--- config.mk ---
export PLATFORM = sky130hd
export DESIGN_NAME = sensor_register_file
export DESIGN_NICKNAME = d
export VERILOG_FILES = /design/src/sensor_regs_pkg.sv /design/src/nv_store.sv /design/src/sensor_register_file.sv
export SDC_FILE = /design/constraint.sdc
export NUM_CORES = 1
export LEC_CHECK = 0
export BUFFER_PORTS_ARGS = -buffer_cell sky130_fd_sc_hd__buf_2
export CAP_MARGIN = 20
export CORE_AREA = 2 2 281 200
export DETAILED_ROUTE_END_ITERATION = 10
export DIE_AREA = 0 0 283 202
export SETUP_SLACK_MARGIN = 0.2
export SYNTH_ARGS = -nofsm -noshare
export SYNTH_HDL_FRONTEND = slang
export SYNTH_SLANG_ARGS = --single-unit
--- constraint.sdc ---
create_clock -name clk -period 2.89 [get_ports clk]
set_clock_uncertainty 0.2 [all_clocks]
set_input_delay 0.289 -clock clk [delete_from_list [all_inputs] [get_ports clk]]
set_output_delay 0.289 -clock clk [all_outputs]
set_load 0.01 [all_outputs]
--- src/sensor_regs_pkg.sv ---
package sensor_regs_pkg;

  // ----------------------------------------
  // register pointers
  // ----------------------------------------
  localparam logic [3:0] PTR_TEMP = 4'h0;
  localparam logic [3:0] PTR_CTRL = 4'h1;
  localparam logic [3:0] PTR_UPPER_A = 4'h2;
  localparam logic [3:0] PTR_LOWER_A = 4'h3;
  localparam logic [3:0] PTR_UPPER_B = 4'h4;
  localparam logic [3:0] PTR_LOWER_B = 4'h5;
  localparam logic [3:0] PTR_STORE_FIRST = 4'h6;
  localparam logic [3:0] PTR_STORE_LAST = 4'hd;
  localparam logic [3:0] PTR_UNUSED = 4'he;
  localparam logic [3:0] PTR_IDENT = 4'hf;
  localparam logic [3:0] PTR_NV_FIRST = 4'h1;
  localparam logic [3:0] PTR_NV_LAST = 4'hd;

  // ----------------------------------------
  // temperature_result fields
  // ----------------------------------------
  localparam int TEMP_MSB = 15;
  localparam int TEMP_LSB = 2;
  localparam int TEMP_BUSY_BIT = 1;
  localparam int TEMP_UNLOCK_BIT = 0;
  localparam int TEMP_WIDTH = 14;

  // ----------------------------------------
  // operation_control fields
  // ----------------------------------------
  localparam int CTRL_RATE_MSB = 15;
  localparam int CTRL_RATE_LSB = 13;
  localparam int CTRL_ONE_SHOT_BIT = 12;
  localparam int CTRL_POWER_DOWN_BIT = 11;
  localparam int CTRL_UPPER_FLAG_A_BIT = 10;
  localparam int CTRL_LOWER_FLAG_A_BIT = 9;
  localparam int CTRL_MODE_A_BIT = 8;
  localparam int CTRL_POL_A_BIT = 7;
  localparam int CTRL_UPPER_FLAG_B_BIT = 6;
  localparam int CTRL_LOWER_FLAG_B_BIT = 5;
  localparam int CTRL_MODE_B_BIT = 4;
  localparam int CTRL_POL_B_BIT = 3;
  localparam int CTRL_SOFT_RESET_BIT = 1;
  // bits that store a value: rate, power down, modes, polarities
  localparam logic [15:0] CTRL_STORE_MASK = 16'he998;
  localparam logic [15:0] CTRL_RESET = 16'ha000;

  // ----------------------------------------
  // factory defaults of the other stored words
  // ----------------------------------------
  localparam logic [15:0] UPPER_A_DEFAULT = 16'h0000;
  localparam logic [15:0] LOWER_A_DEFAULT = 16'h0000;
  localparam logic [15:0] UPPER_B_DEFAULT = 16'h0000;
  localparam logic [15:0] LOWER_B_DEFAULT = 16'h0000;
  localparam logic [15:0] STORE_DEFAULT = 16'h0000;
  // arbitrary neutral identity value
  localparam logic [15:0] IDENT_DEFAULT = 16'h5a5a;

  // ----------------------------------------
  // timing
  // ----------------------------------------
  localparam int CLK_MHZ = 100;
  localparam int NV_READ_US = 100;
  localparam int PROG_MS = 16;
  localparam int NV_READ_CYCLES = NV_READ_US * CLK_MHZ;
  localparam int PROG_CYCLES = PROG_MS * 1000 * CLK_MHZ;

  // ----------------------------------------
  // carriers
  // ----------------------------------------
  typedef struct packed {
    logic valid;
    logic write;
    logic [3:0] ptr;
    logic [15:0] wdata;
  } access_req_t;

  typedef struct packed {
    logic done;
    logic [13:0] result;
    logic upper_a;
    logic lower_a;
    logic upper_b;
    logic lower_b;
  } conv_in_t;

  typedef struct packed {
    logic [2:0] rate;
    logic power_down;
    logic mode_a;
    logic pol_a;
    logic mode_b;
    logic pol_b;
  } conv_ctrl_t;

endpackage : sensor_regs_pkg

--- src/nv_store.sv ---
`timescale 1ns/1ps
module nv_store #(
  parameter int PROG_CYCLES = sensor_regs_pkg::PROG_CYCLES
) (
  input wire logic clk,
  input wire logic srst,
  input wire logic factory_init,
  input wire logic [3:0] rd_idx,
  output logic [15:0] rd_word,
  input wire logic wr_en,
  input wire logic [3:0] wr_idx,
  input wire logic [15:0] wr_word,
  output logic busy
);

  localparam int CW = $clog2(PROG_CYCLES + 1);
  localparam logic [CW-1:0] PROG_LAST = CW'(PROG_CYCLES - 1);

  // the array survives srst; only factory_init writes the defaults
  logic [15:0] mem [1:13];
  logic [CW-1:0] prog_cnt_r;

  // ----------------------------------------
  // storage array
  // ----------------------------------------
  always_ff @(posedge clk) begin
    if (factory_init) begin
      mem[1] <= sensor_regs_pkg::CTRL_RESET;
      mem[2] <= sensor_regs_pkg::UPPER_A_DEFAULT;
      mem[3] <= sensor_regs_pkg::LOWER_A_DEFAULT;
      mem[4] <= sensor_regs_pkg::UPPER_B_DEFAULT;
      mem[5] <= sensor_regs_pkg::LOWER_B_DEFAULT;
      for (int i = 6; i <= 13; i++) begin
        mem[i] <= sensor_regs_pkg::STORE_DEFAULT;
      end
    end else if (wr_en && !busy && wr_idx >= sensor_regs_pkg::PTR_NV_FIRST &&
                 wr_idx <= sensor_regs_pkg::PTR_NV_LAST) begin
      mem[wr_idx] <= wr_word;
    end
  end

  always_ff @(posedge clk) begin
    if (rd_idx >= sensor_regs_pkg::PTR_NV_FIRST && rd_idx <= sensor_regs_pkg::PTR_NV_LAST) begin
      rd_word <= mem[rd_idx];
    end else begin
      rd_word <= 16'h0000;
    end
  end

  // ----------------------------------------
  // programming time
  // ----------------------------------------
  always_ff @(posedge clk) begin
    if (srst) begin
      busy <= 1'b0;
      prog_cnt_r <= '0;
    end else if (wr_en && !busy) begin
      busy <= 1'b1;
      prog_cnt_r <= '0;
    end else if (busy) begin
      if (prog_cnt_r == PROG_LAST) begin
        busy <= 1'b0;
      end
      prog_cnt_r <= prog_cnt_r + CW'(1);
    end
  end

endmodule : nv_store

--- src/sensor_register_file.sv ---
`timescale 1ns/1ps
module sensor_register_file #(
  parameter int NV_READ_CYCLES = sensor_regs_pkg::NV_READ_CYCLES,
  parameter int PROG_CYCLES = sensor_regs_pkg::PROG_CYCLES,
  parameter logic [15:0] IDENT = sensor_regs_pkg::IDENT_DEFAULT
) (
  input wire logic clk,
  input wire logic srst,
  input wire logic factory_init,
  input wire sensor_regs_pkg::access_req_t req,
  output logic req_ready,
  output logic rd_valid,
  output logic [15:0] rd_data,
  input wire sensor_regs_pkg::conv_in_t conv_in,
  output sensor_regs_pkg::conv_ctrl_t conv_ctrl,
  output logic conv_restart,
  output logic one_shot_start
);

  typedef enum logic [1:0] {ST_LOAD, ST_IDLE, ST_RD_WAIT} state_t;

  localparam int RW = $clog2(NV_READ_CYCLES + 1);
  localparam logic [RW-1:0] RD_LAST = RW'(NV_READ_CYCLES - 1);

  function automatic logic is_nv(input logic [3:0] p);
    is_nv = (p >= sensor_regs_pkg::PTR_NV_FIRST) && (p <= sensor_regs_pkg::PTR_NV_LAST);
  endfunction : is_nv

  function automatic logic is_store(input logic [3:0] p);
    is_store = (p >= sensor_regs_pkg::PTR_STORE_FIRST) && (p <= sensor_regs_pkg::PTR_STORE_LAST);
  endfunction : is_store

  state_t state_r;
  logic [3:0] load_idx_r;
  logic [3:0] load_dst_r;
  logic load_cap_r;
  logic [15:0] vol_r [1:13];
  logic [13:0] temp_r;
  logic unlock_r;
  logic [3:0] flags_r;
  logic [RW-1:0] rd_cnt_r;
  logic [3:0] rd_ptr_r;
  logic soft_reset_r;
  logic [15:0] nv_word;
  logic nv_busy;
  logic take;
  logic wr_take;
  logic vol_we;
  logic nv_wr;
  logic ctrl_wr;
  logic [15:0] ctrl_word;
  logic reload;

  assign take = req.valid && req_ready;
  assign wr_take = take && req.write;
  assign reload = srst || soft_reset_r;
  assign ctrl_word = vol_r[1] & sensor_regs_pkg::CTRL_STORE_MASK;

  // ----------------------------------------
  // write decode
  // ----------------------------------------
  // while programming runs every write except the unlock bit is dropped
  always_comb begin
    vol_we = 1'b0;
    nv_wr = 1'b0;
    if (wr_take && is_nv(req.ptr) && !nv_busy) begin
      if (unlock_r) begin
        nv_wr = 1'b1;
        vol_we = 1'b1;
      end else if (!is_store(req.ptr)) begin
        vol_we = 1'b1;
      end
    end
  end

  assign ctrl_wr = vol_we && (req.ptr == sensor_regs_pkg::PTR_CTRL);

  nv_store #(
    .PROG_CYCLES(PROG_CYCLES)
  ) u_nv (
    .clk(clk),
    .srst(srst),
    .factory_init(factory_init),
    .rd_idx(load_idx_r),
    .rd_word(nv_word),
    .wr_en(nv_wr),
    .wr_idx(req.ptr),
    .wr_word(req.ptr == sensor_regs_pkg::PTR_CTRL ?
             (req.wdata & sensor_regs_pkg::CTRL_STORE_MASK) : req.wdata),
    .busy(nv_busy)
  );

  // ----------------------------------------
  // sequencing: load after reset, read delay
  // ----------------------------------------
  always_ff @(posedge clk) begin
    if (reload) begin
      state_r <= ST_LOAD;
      load_idx_r <= sensor_regs_pkg::PTR_NV_FIRST;
      load_cap_r <= 1'b0;
      req_ready <= 1'b0;
      rd_cnt_r <= '0;
    end else begin
      case (state_r)
        ST_LOAD: begin
          load_cap_r <= is_nv(load_idx_r);
          load_dst_r <= load_idx_r;
          if (load_idx_r == sensor_regs_pkg::PTR_UNUSED) begin
            state_r <= ST_IDLE;
            req_ready <= 1'b1;
          end else begin
            load_idx_r <= load_idx_r + 4'h1;
          end
        end
        ST_IDLE: begin
          load_cap_r <= 1'b0;
          if (take && !req.write && is_nv(req.ptr)) begin
            state_r <= ST_RD_WAIT;
            req_ready <= 1'b0;
            rd_cnt_r <= '0;
          end
        end
        ST_RD_WAIT: begin
          rd_cnt_r <= rd_cnt_r + RW'(1);
          if (rd_cnt_r == RD_LAST) begin
            state_r <= ST_IDLE;
            req_ready <= 1'b1;
          end
        end
        default: begin
          state_r <= ST_LOAD;
          req_ready <= 1'b0;
        end
      endcase
    end
  end

  // ----------------------------------------
  // stored registers
  // ----------------------------------------
  always_ff @(posedge clk) begin
    if (load_cap_r && !srst) begin
      vol_r[load_dst_r] <= nv_word;
    end else if (vol_we) begin
      vol_r[req.ptr] <= req.wdata;
    end
  end

  // ----------------------------------------
  // temperature and status
  // ----------------------------------------
  always_ff @(posedge clk) begin
    if (reload) begin
      temp_r <= '0;
    end else if (conv_in.done) begin
      temp_r <= conv_in.result;
    end
  end

  always_ff @(posedge clk) begin
    if (srst) begin
      unlock_r <= 1'b0;
    end else if (wr_take && req.ptr == sensor_regs_pkg::PTR_TEMP) begin
      unlock_r <= req.wdata[sensor_regs_pkg::TEMP_UNLOCK_BIT];
    end
  end

  always_ff @(posedge clk) begin
    if (reload) begin
      flags_r <= '0;
    end else if (conv_in.done) begin
      flags_r <= {conv_in.upper_a, conv_in.lower_a, conv_in.upper_b, conv_in.lower_b};
    end
  end

  // ----------------------------------------
  // control effects
  // ----------------------------------------
  always_ff @(posedge clk) begin
    if (reload) begin
      soft_reset_r <= 1'b0;
      conv_restart <= 1'b0;
      one_shot_start <= 1'b0;
    end else begin
      soft_reset_r <= ctrl_wr && req.wdata[sensor_regs_pkg::CTRL_SOFT_RESET_BIT];
      conv_restart <= ctrl_wr;
      one_shot_start <= ctrl_wr && req.wdata[sensor_regs_pkg::CTRL_ONE_SHOT_BIT] &&
                        req.wdata[sensor_regs_pkg::CTRL_POWER_DOWN_BIT];
    end
  end

  // conv_ctrl follows the stored word; until the load ends it shows the reset value
  always_ff @(posedge clk) begin
    if (reload) begin
      conv_ctrl <= '{rate: sensor_regs_pkg::CTRL_RESET[15:13], default: 1'b0};
    end else if (state_r != ST_LOAD) begin
      conv_ctrl.rate <= ctrl_word[sensor_regs_pkg::CTRL_RATE_MSB:sensor_regs_pkg::CTRL_RATE_LSB];
      conv_ctrl.power_down <= ctrl_word[sensor_regs_pkg::CTRL_POWER_DOWN_BIT];
      conv_ctrl.mode_a <= ctrl_word[sensor_regs_pkg::CTRL_MODE_A_BIT];
      conv_ctrl.pol_a <= ctrl_word[sensor_regs_pkg::CTRL_POL_A_BIT];
      conv_ctrl.mode_b <= ctrl_word[sensor_regs_pkg::CTRL_MODE_B_BIT];
      conv_ctrl.pol_b <= ctrl_word[sensor_regs_pkg::CTRL_POL_B_BIT];
    end
  end

  // ----------------------------------------
  // read answer
  // ----------------------------------------
  always_ff @(posedge clk) begin
    if (reload) begin
      rd_valid <= 1'b0;
      rd_data <= '0;
      rd_ptr_r <= '0;
    end else begin
      rd_valid <= 1'b0;
      if (take && !req.write) begin
        rd_ptr_r <= req.ptr;
        if (!is_nv(req.ptr)) begin
          rd_valid <= 1'b1;
          case (req.ptr)
            sensor_regs_pkg::PTR_TEMP: rd_data <= {temp_r, nv_busy, unlock_r};
            sensor_regs_pkg::PTR_IDENT: rd_data <= IDENT;
            default: rd_data <= 16'h0000;
          endcase
        end
      end else if (state_r == ST_RD_WAIT && rd_cnt_r == RD_LAST) begin
        rd_valid <= 1'b1;
        // storage reads ignore the lock state
        if (rd_ptr_r == sensor_regs_pkg::PTR_CTRL) begin
          rd_data <= ctrl_word | {5'h00, flags_r[3:2], 2'h0, flags_r[1:0], 5'h00};
        end else begin
          rd_data <= vol_r[rd_ptr_r];
        end
      end
    end
  end
endmodule : sensor_register_file

# After elaboration in Yosys (flattened, before gate mapping)
# Memory sizes are Yosys's and may differ from the RTL's. A register that Yosys moved wholly into a read port is not among the register bits.
# Cells that the tools add are included.
[totals]
n_memories = 2
out_inout_bits = 28
ramBits = 416
regBits = 99
[memory_table]
columns = ["memory", "words", "word_bits", "rd", "rd_ports_with_merged_regs", "write_ports", "line_no", "rtl"]
rows = [
  ["u_nv.mem", 13, 16, 1, 1, 13, "nv_store.sv:20", "logic [15:0] mem [1:13];"],
  ["vol_r", 13, 16, 2, 1, 1, "sensor_register_file.sv:37", "logic [15:0] vol_r [1:13];"],
]
[op_classes]
reduce_logical = 38
magnitude_cmp = 5
n_mux = 46
bitwise = 3
n_eq_ne = 12
addsub = 3
[ops]
columns = ["cell", "n"]
rows = [
  ["$mux 16", 6],
  ["$pmux 16 s2", 1],
  ["$reduce_or 16->1", 2],
  ["$pmux 14 s2", 1],
  ["$mux 1", 26],
  ["$add 21x1->21 const B", 1],
  ["$eq 21x21->1 const B", 1],
  ["$logic_and 1x1->1", 19],
  ["$mux 4", 4],
  ["$or 16x11->16", 1],
  ["$add 14x1->14 const B", 1],
  ["$eq 14x14->1 const B", 1],
  ["$mux 14", 1],
  ["$mux 13", 1],
  ["$eq 4x1->1 const B", 2],
  ["$eq 4x4->1 const B", 2],
  ["$ge 4x1->1 const B", 2],
  ["$le 4x4->1 const B", 2],
  ["$reduce_and 2->1", 4],
  ["$reduce_bool 2->1", 4],
  ["$mux 2", 3],
  ["$ne 2x2->1 const B", 3],
  ["$pmux 2 s3", 1],
  ["$add 4x1->4 const B", 1],
  ["other kinds (13)", 17],
]

# Depth between registers and ports, before layout
[depth]
depth_word = 13
ltp_mapped = 10

# Cells and area by module
# From an unflattened synthesis, not the netlist that was laid out.
[hier_totals]
cells_unflattened = 1643
area_unflattened_um2 = 22854.4
[by_module_without_submodules]
columns = ["mod", "cells_per_inst", "seq_area_each_um2", "instances", "area_each_um2"]
rows = [
  ["sensor_register_file", 835, 7887.6, 1, 11915.2],
  ["nv_store", 808, 7006.7, 1, 10939.2],
]

# Worst setup path before layout
# No wires, ideal clock.
[synth_timing]
path_type = "in2reg"
start = "input port req[16] (netlist name)"
end = "memory vol_r[11][0], enable pin"
required_time_ns = 2.302
arrival_time_ns = 2.353
stages = 7
path_buffers = 2
path_slack_ns = -0.051
setup_ns = 0.388
path_cell_list = "or4_1 -> buf_4 -> o2111ai_1 -> nor2_1 -> buf_6 -> mux2_4 -> nor2_1"
[synth_via]
elab_chain_cells = 10
word_cells_on_any_way = 16
cone_classes = "3 x order compare; 8 x mux; 5 x reduce/logical"
[synth_rtl]
columns = ["item", "line_no", "rtl"]
rows = [
  ["start: declaration", "sensor_register_file.sv:10", "input wire sensor_regs_pkg::access_req_t req,"],
  ["$ge 4x3->1 (tied with other cells)", "sensor_register_file.sv:30", "is_store = (p >= sensor_regs_pkg::PTR_STORE_FIRST) && (p <= sensor_regs_pkg::PTR_STORE_LAST);"],
  ["$logic_and 1x1->1, on equally long branches", "sensor_register_file.sv:30, sensor_register_file.sv:26", ""],
  ["$mux 1 or $logic_and 1x1->1 (tied branches)", "sensor_register_file.sv:70, sensor_register_file.sv:66", ""],
  ["$mux 1 or $logic_and 1x1->1 (tied branches)", "sensor_register_file.sv:67, sensor_register_file.sv:66", ""],
  ["$mux 1", "sensor_register_file.sv:66", "if (wr_take && is_nv(req.ptr) && !nv_busy) begin"],
  ["$mux 1", "sensor_register_file.sv:144", "end else if (vol_we) begin"],
  ["$mux 1", "sensor_register_file.sv:142", "if (load_cap_r && !srst) begin"],
  ["$mux 1 (implied by the code)", "sensor_register_file.sv:145", "vol_r[req.ptr] <= req.wdata;"],
  ["$reduce_or 16->1 (no source line)", "-", ""],
  ["$mux 4 (no source line) or $mux 1 (tied branches)", "-", ""],
  ["end: declaration", "sensor_register_file.sv:37", ""],
]
# Several ways; a longest one is shown, not always the timed one.

==> metrics list <==
* Gpl congestion: approximately 0.9
- Vias: approximately 15000
* Setup repair after global routing missed its margin: false
- Dividing the detail-routed via count by the number of cells gives approximately 5.7.
* Reg-to-reg critical path startpoint: u_nv.busy
- For this run, global-route usage on met2 was measured as 0.305.
- Clock-pin slew was measured on the worst setup and hold paths at ~60 ps.
* Number of levels in the clock H-tree: 2
- The later pin in the worst-skew pair is clocked with a latency of 610 ps.
* Worst vdd rail ir drop: between 0.4 and 0.5 mV
- Combined global-route utilization of all metal layers: 0.220
- In this run, the number of DRC markers left after iteration 0 of detailed routing was ~1700.
- Setup TNS after final layout: 0 ps
* Endpoints failing hold: 0
* Area taken by multi-input logic gates: ~7600 sq um
- The synthesized netlist occupies a cell area of around 24000 sq um.
- Start point of the worst hold path: req[17]
* Final Slew Violations: 0
- Final layout net count: between 1500 and 2000
- Detailed placement finished with a half-perimeter wire length of around 42000 um.
- Area leader, netlist: sky130_fd_sc_hd__edfxtp_1
* Path type of the worst min-delay path: input pin to flop
- After synthesis, the netlist uses 69 different library cells.
- Number of warnings printed during yosys synthesis: 0
- Clock tree from TritonCTS: done
* Met1 usage in global routing: 0.351
- The total overflow left after global routing is 0.
- Total of endpoints with negative setup slack in the final report: 0
* Final min period: ~2600 ps
- STA classifies the critical path startpoint as a flop.
- Arrival time worst endpoint: between 2000 and 3000 ps
* Top library cells by usage in the layout, fill and taps aside: 468 x sky130_fd_sc_hd__edfxtp_1, 184 x sky130_fd_sc_hd__nor2_1, 110 x sky130_fd_sc_hd__mux4_2, 110 x sky130_fd_sc_hd__dfxtp_1, 82 x sky130_fd_sc_hd__nand2_1
- Leading cell type in the layout, fill and taps excluded: sky130_fd_sc_hd__edfxtp_1
* Post-synthesis to final-layout area growth: 17.9%
- Buffers placed on the I/O ports in this run total 71.
- In this run the power density over the cells is 649 nW/um^2.
- Fin worst setup slack: around 260 ps
* Wire length of the first global-routing pass: between 90000 and 100000 um
* Critical Path RT: a little under 3000 ps
- The most used flip-flop cell after synthesis is sky130_fd_sc_hd__edfxtp_1.
- Endpoint class of the critical path: flop
- CTS sink cnt: 582
- After global routing, the most crowded layer is met1.
- In the final routed layout, each cell accounts on average for approximately 24 um.
- The run finished with clean final reports.
- Maximum number of buffers from clock root to sink: 3
- Slew at the pin closest to its max-slew limit: slightly below 900 ps
- Worst slew margin relative to its limit: 0.409
- Seq/Total Area, Yosys: 0.675
- Number of DRC violations after detailed routing: 0
- Once detail routing completed, the nets flagged for antenna violations numbered 0.
* Area of the placeable core: 54500 sq um
- The number of antenna violations at the first check in global routing is 2.
- The critical path in this run is classified as flop to flop.
- The initial utilization of the core area, before any placement, comes to 0.444.
- Average cell area after synthesis: 15.1 sq um
- In this run, CTS created clock tree buffers numbering 56.
- Final Routed Wirelength: 62700 um
- After synthesis the netlist holds a flip-flop and latch count of 582.
- Entering global routing, the biggest net connects just over 60 pins.
* Worst setup timing slack at the placement stage: about 140 ps
- Measured in cells, the most critical reg-to-reg path has a length of 5.
- The critical path starts at u_nv.busy.
- Most area-consuming cells after synthesis: sky130_fd_sc_hd__edfxtp_1 58%, sky130_fd_sc_hd__mux4_2 10%, sky130_fd_sc_hd__dfxtp_1 9.4%
- Setup slack of the most critical reg-to-reg path: between 200 and 300 ps
- Met3 capacity usage during global routing: 0.0490
- The most critical setup path has its endpoint at u_nv.mem[1][9].
- The design draws 18.5 mW.
- Top fanout value on the critical path: 16
* Layout cell share with drive strength beyond 1: 0.233
- Horizontal die dimension: ~280 um
- The endpoint identified for the worst register-to-register timing path is u_nv.mem[1][9].
- Max-cap violations in this run came to 0.
* Die footprint: between 50000 and 60000 sq um
* Fill cell instance count of the final layout: around 4500
- The repair_antennas step left the layout with diodes totalling 0.
* Count of mapped cells out of synthesis: 1609
- Worst hold-check slack: about 40 ps
* Y dimension of the die: slightly above 200 um
- Maximum clock frequency: about 0.38 GHz
* Drt pass-1 iters: 9
- Clock root cell: sky130_fd_sc_hd__clkbuf_16
* FF/Latch Area: 16300 sq um
- Number of enable flip-flop cells after synthesis: 468
- The number of global-route vias before repair came to ~14000.
- During I/O placement, the number of pins put on the boundary was between 70 and 80.
- Static leakage power: 10.3 nW
- Async set-reset flop share out of synthesis: 0
* Final cycle utilization of the critical path: 0.909
- The floorplan has just over 70 rows.
- Yosys top cell area share: 0.580
==> routing by layer <==
| metal | part of all wire | routed length, um |
|---|---|---|
| met1 | 0.48 | 29900 |
| met2 | 0.42 | 26300 |
| met3 | 0.085 | 5350 |
| met4 | 0.017 | 1060 |
| met5 | 0.00035 | 22 |
==> through the flow <==
step / utilization / cells / area [sq um]
5_1_grt: 0.524 / 2609 / 28600
2_1_floorplan: - / 1664 / 24400
6_report: 0.524 / 2609 / 28600
3_3_place_gp: 0.483 / 2469 / 26300
3_5_place_dp: 0.483 / 2469 / 26300
4_1_cts: 0.524 / 2609 / 28500
==> what timing repair did <==
item	CTS	global route
pin swaps	0	1
buffers inserted	0	0
gates resized for setup	1	3
hold endpoints to repair	57	0
hold buffers	36	0
setup endpoints to repair	16	304
==> worst min path at each step <==
stage                              end  cells past startpoint
final                             flop                      4
after global routing              flop                      4
after CTS                         flop                      4
after detailed placement  conv_ctrl[3]                      2
after global placement    conv_ctrl[4]                      2
after floorplan              u_nv.busy                      1
==> cells in the mapped netlist, types with 8 or more instances <==
cell	count
sky130_fd_sc_hd__a211oi_1	20
sky130_fd_sc_hd__a21oi_1	46
sky130_fd_sc_hd__a22oi_1	9
sky130_fd_sc_hd__a31oi_1	20
sky130_fd_sc_hd__and2_1	57
sky130_fd_sc_hd__and3_1	56
sky130_fd_sc_hd__buf_2	26
sky130_fd_sc_hd__clkbuf_1	59
sky130_fd_sc_hd__dfxtp_1	114
sky130_fd_sc_hd__edfxtp_1	468
sky130_fd_sc_hd__inv_1	12
sky130_fd_sc_hd__mux2_2	40
sky130_fd_sc_hd__mux2i_1	46
sky130_fd_sc_hd__mux4_2	110
sky130_fd_sc_hd__nand2_1	82
sky130_fd_sc_hd__nand2b_1	13
sky130_fd_sc_hd__nand3_1	31
sky130_fd_sc_hd__nand4_1	13
sky130_fd_sc_hd__nor2_1	193
sky130_fd_sc_hd__nor2b_1	23
sky130_fd_sc_hd__nor3_1	11
sky130_fd_sc_hd__o21ai_0	33
sky130_fd_sc_hd__or3_1	8
sky130_fd_sc_hd__xor2_1	13
==> logic make-up after synthesis <==
group	share of synthesized area
mux	0.141
compound gates	0.0431
simple gates	0.110
xor+xnor	0.00615
buf+inv	0.0223
fa+ha+maj	0.00310
flops	0.675
other cells	0.000155
==> where the power goes <==
group	switching (mW)	internal, mW
sequential	0.129	9.54
clock	3.17	4.32
combinational	0.855	0.537
total	4.15	14.4
==> sequential cells by signal, summed over array words and instances (netlist names), 8 cells and up, named ones only <==
signal	count
u_nv.mem	256
vol_r	208
u_nv.prog_cnt_r	21
rd_data	16
u_nv.rd_word	16
rd_cnt_r	14
temp_r	14
conv_ctrl	8
==> worst max-delay path, stage by stage, from the launching register on <==
cell,delay (ps)
sky130_fd_sc_hd__dfxtp_1,320
sky130_fd_sc_hd__and4b_1,390
sky130_fd_sc_hd__nand4_4,160
sky130_fd_sc_hd__or2_2,330
sky130_fd_sc_hd__nor2_1,330
sky130_fd_sc_hd__or2_2,510
==> layout make-up <==
type                       count  area share
sequential                   582       0.572
timing repair buffer         205      0.0613
clock buffer                  85      0.0568
multi-input combinational    964       0.266
inverter                      14     0.00184
tap                          740      0.0324
clock inverter                19     0.00902
Note: power is estimated with default switching activity, not from simulation.
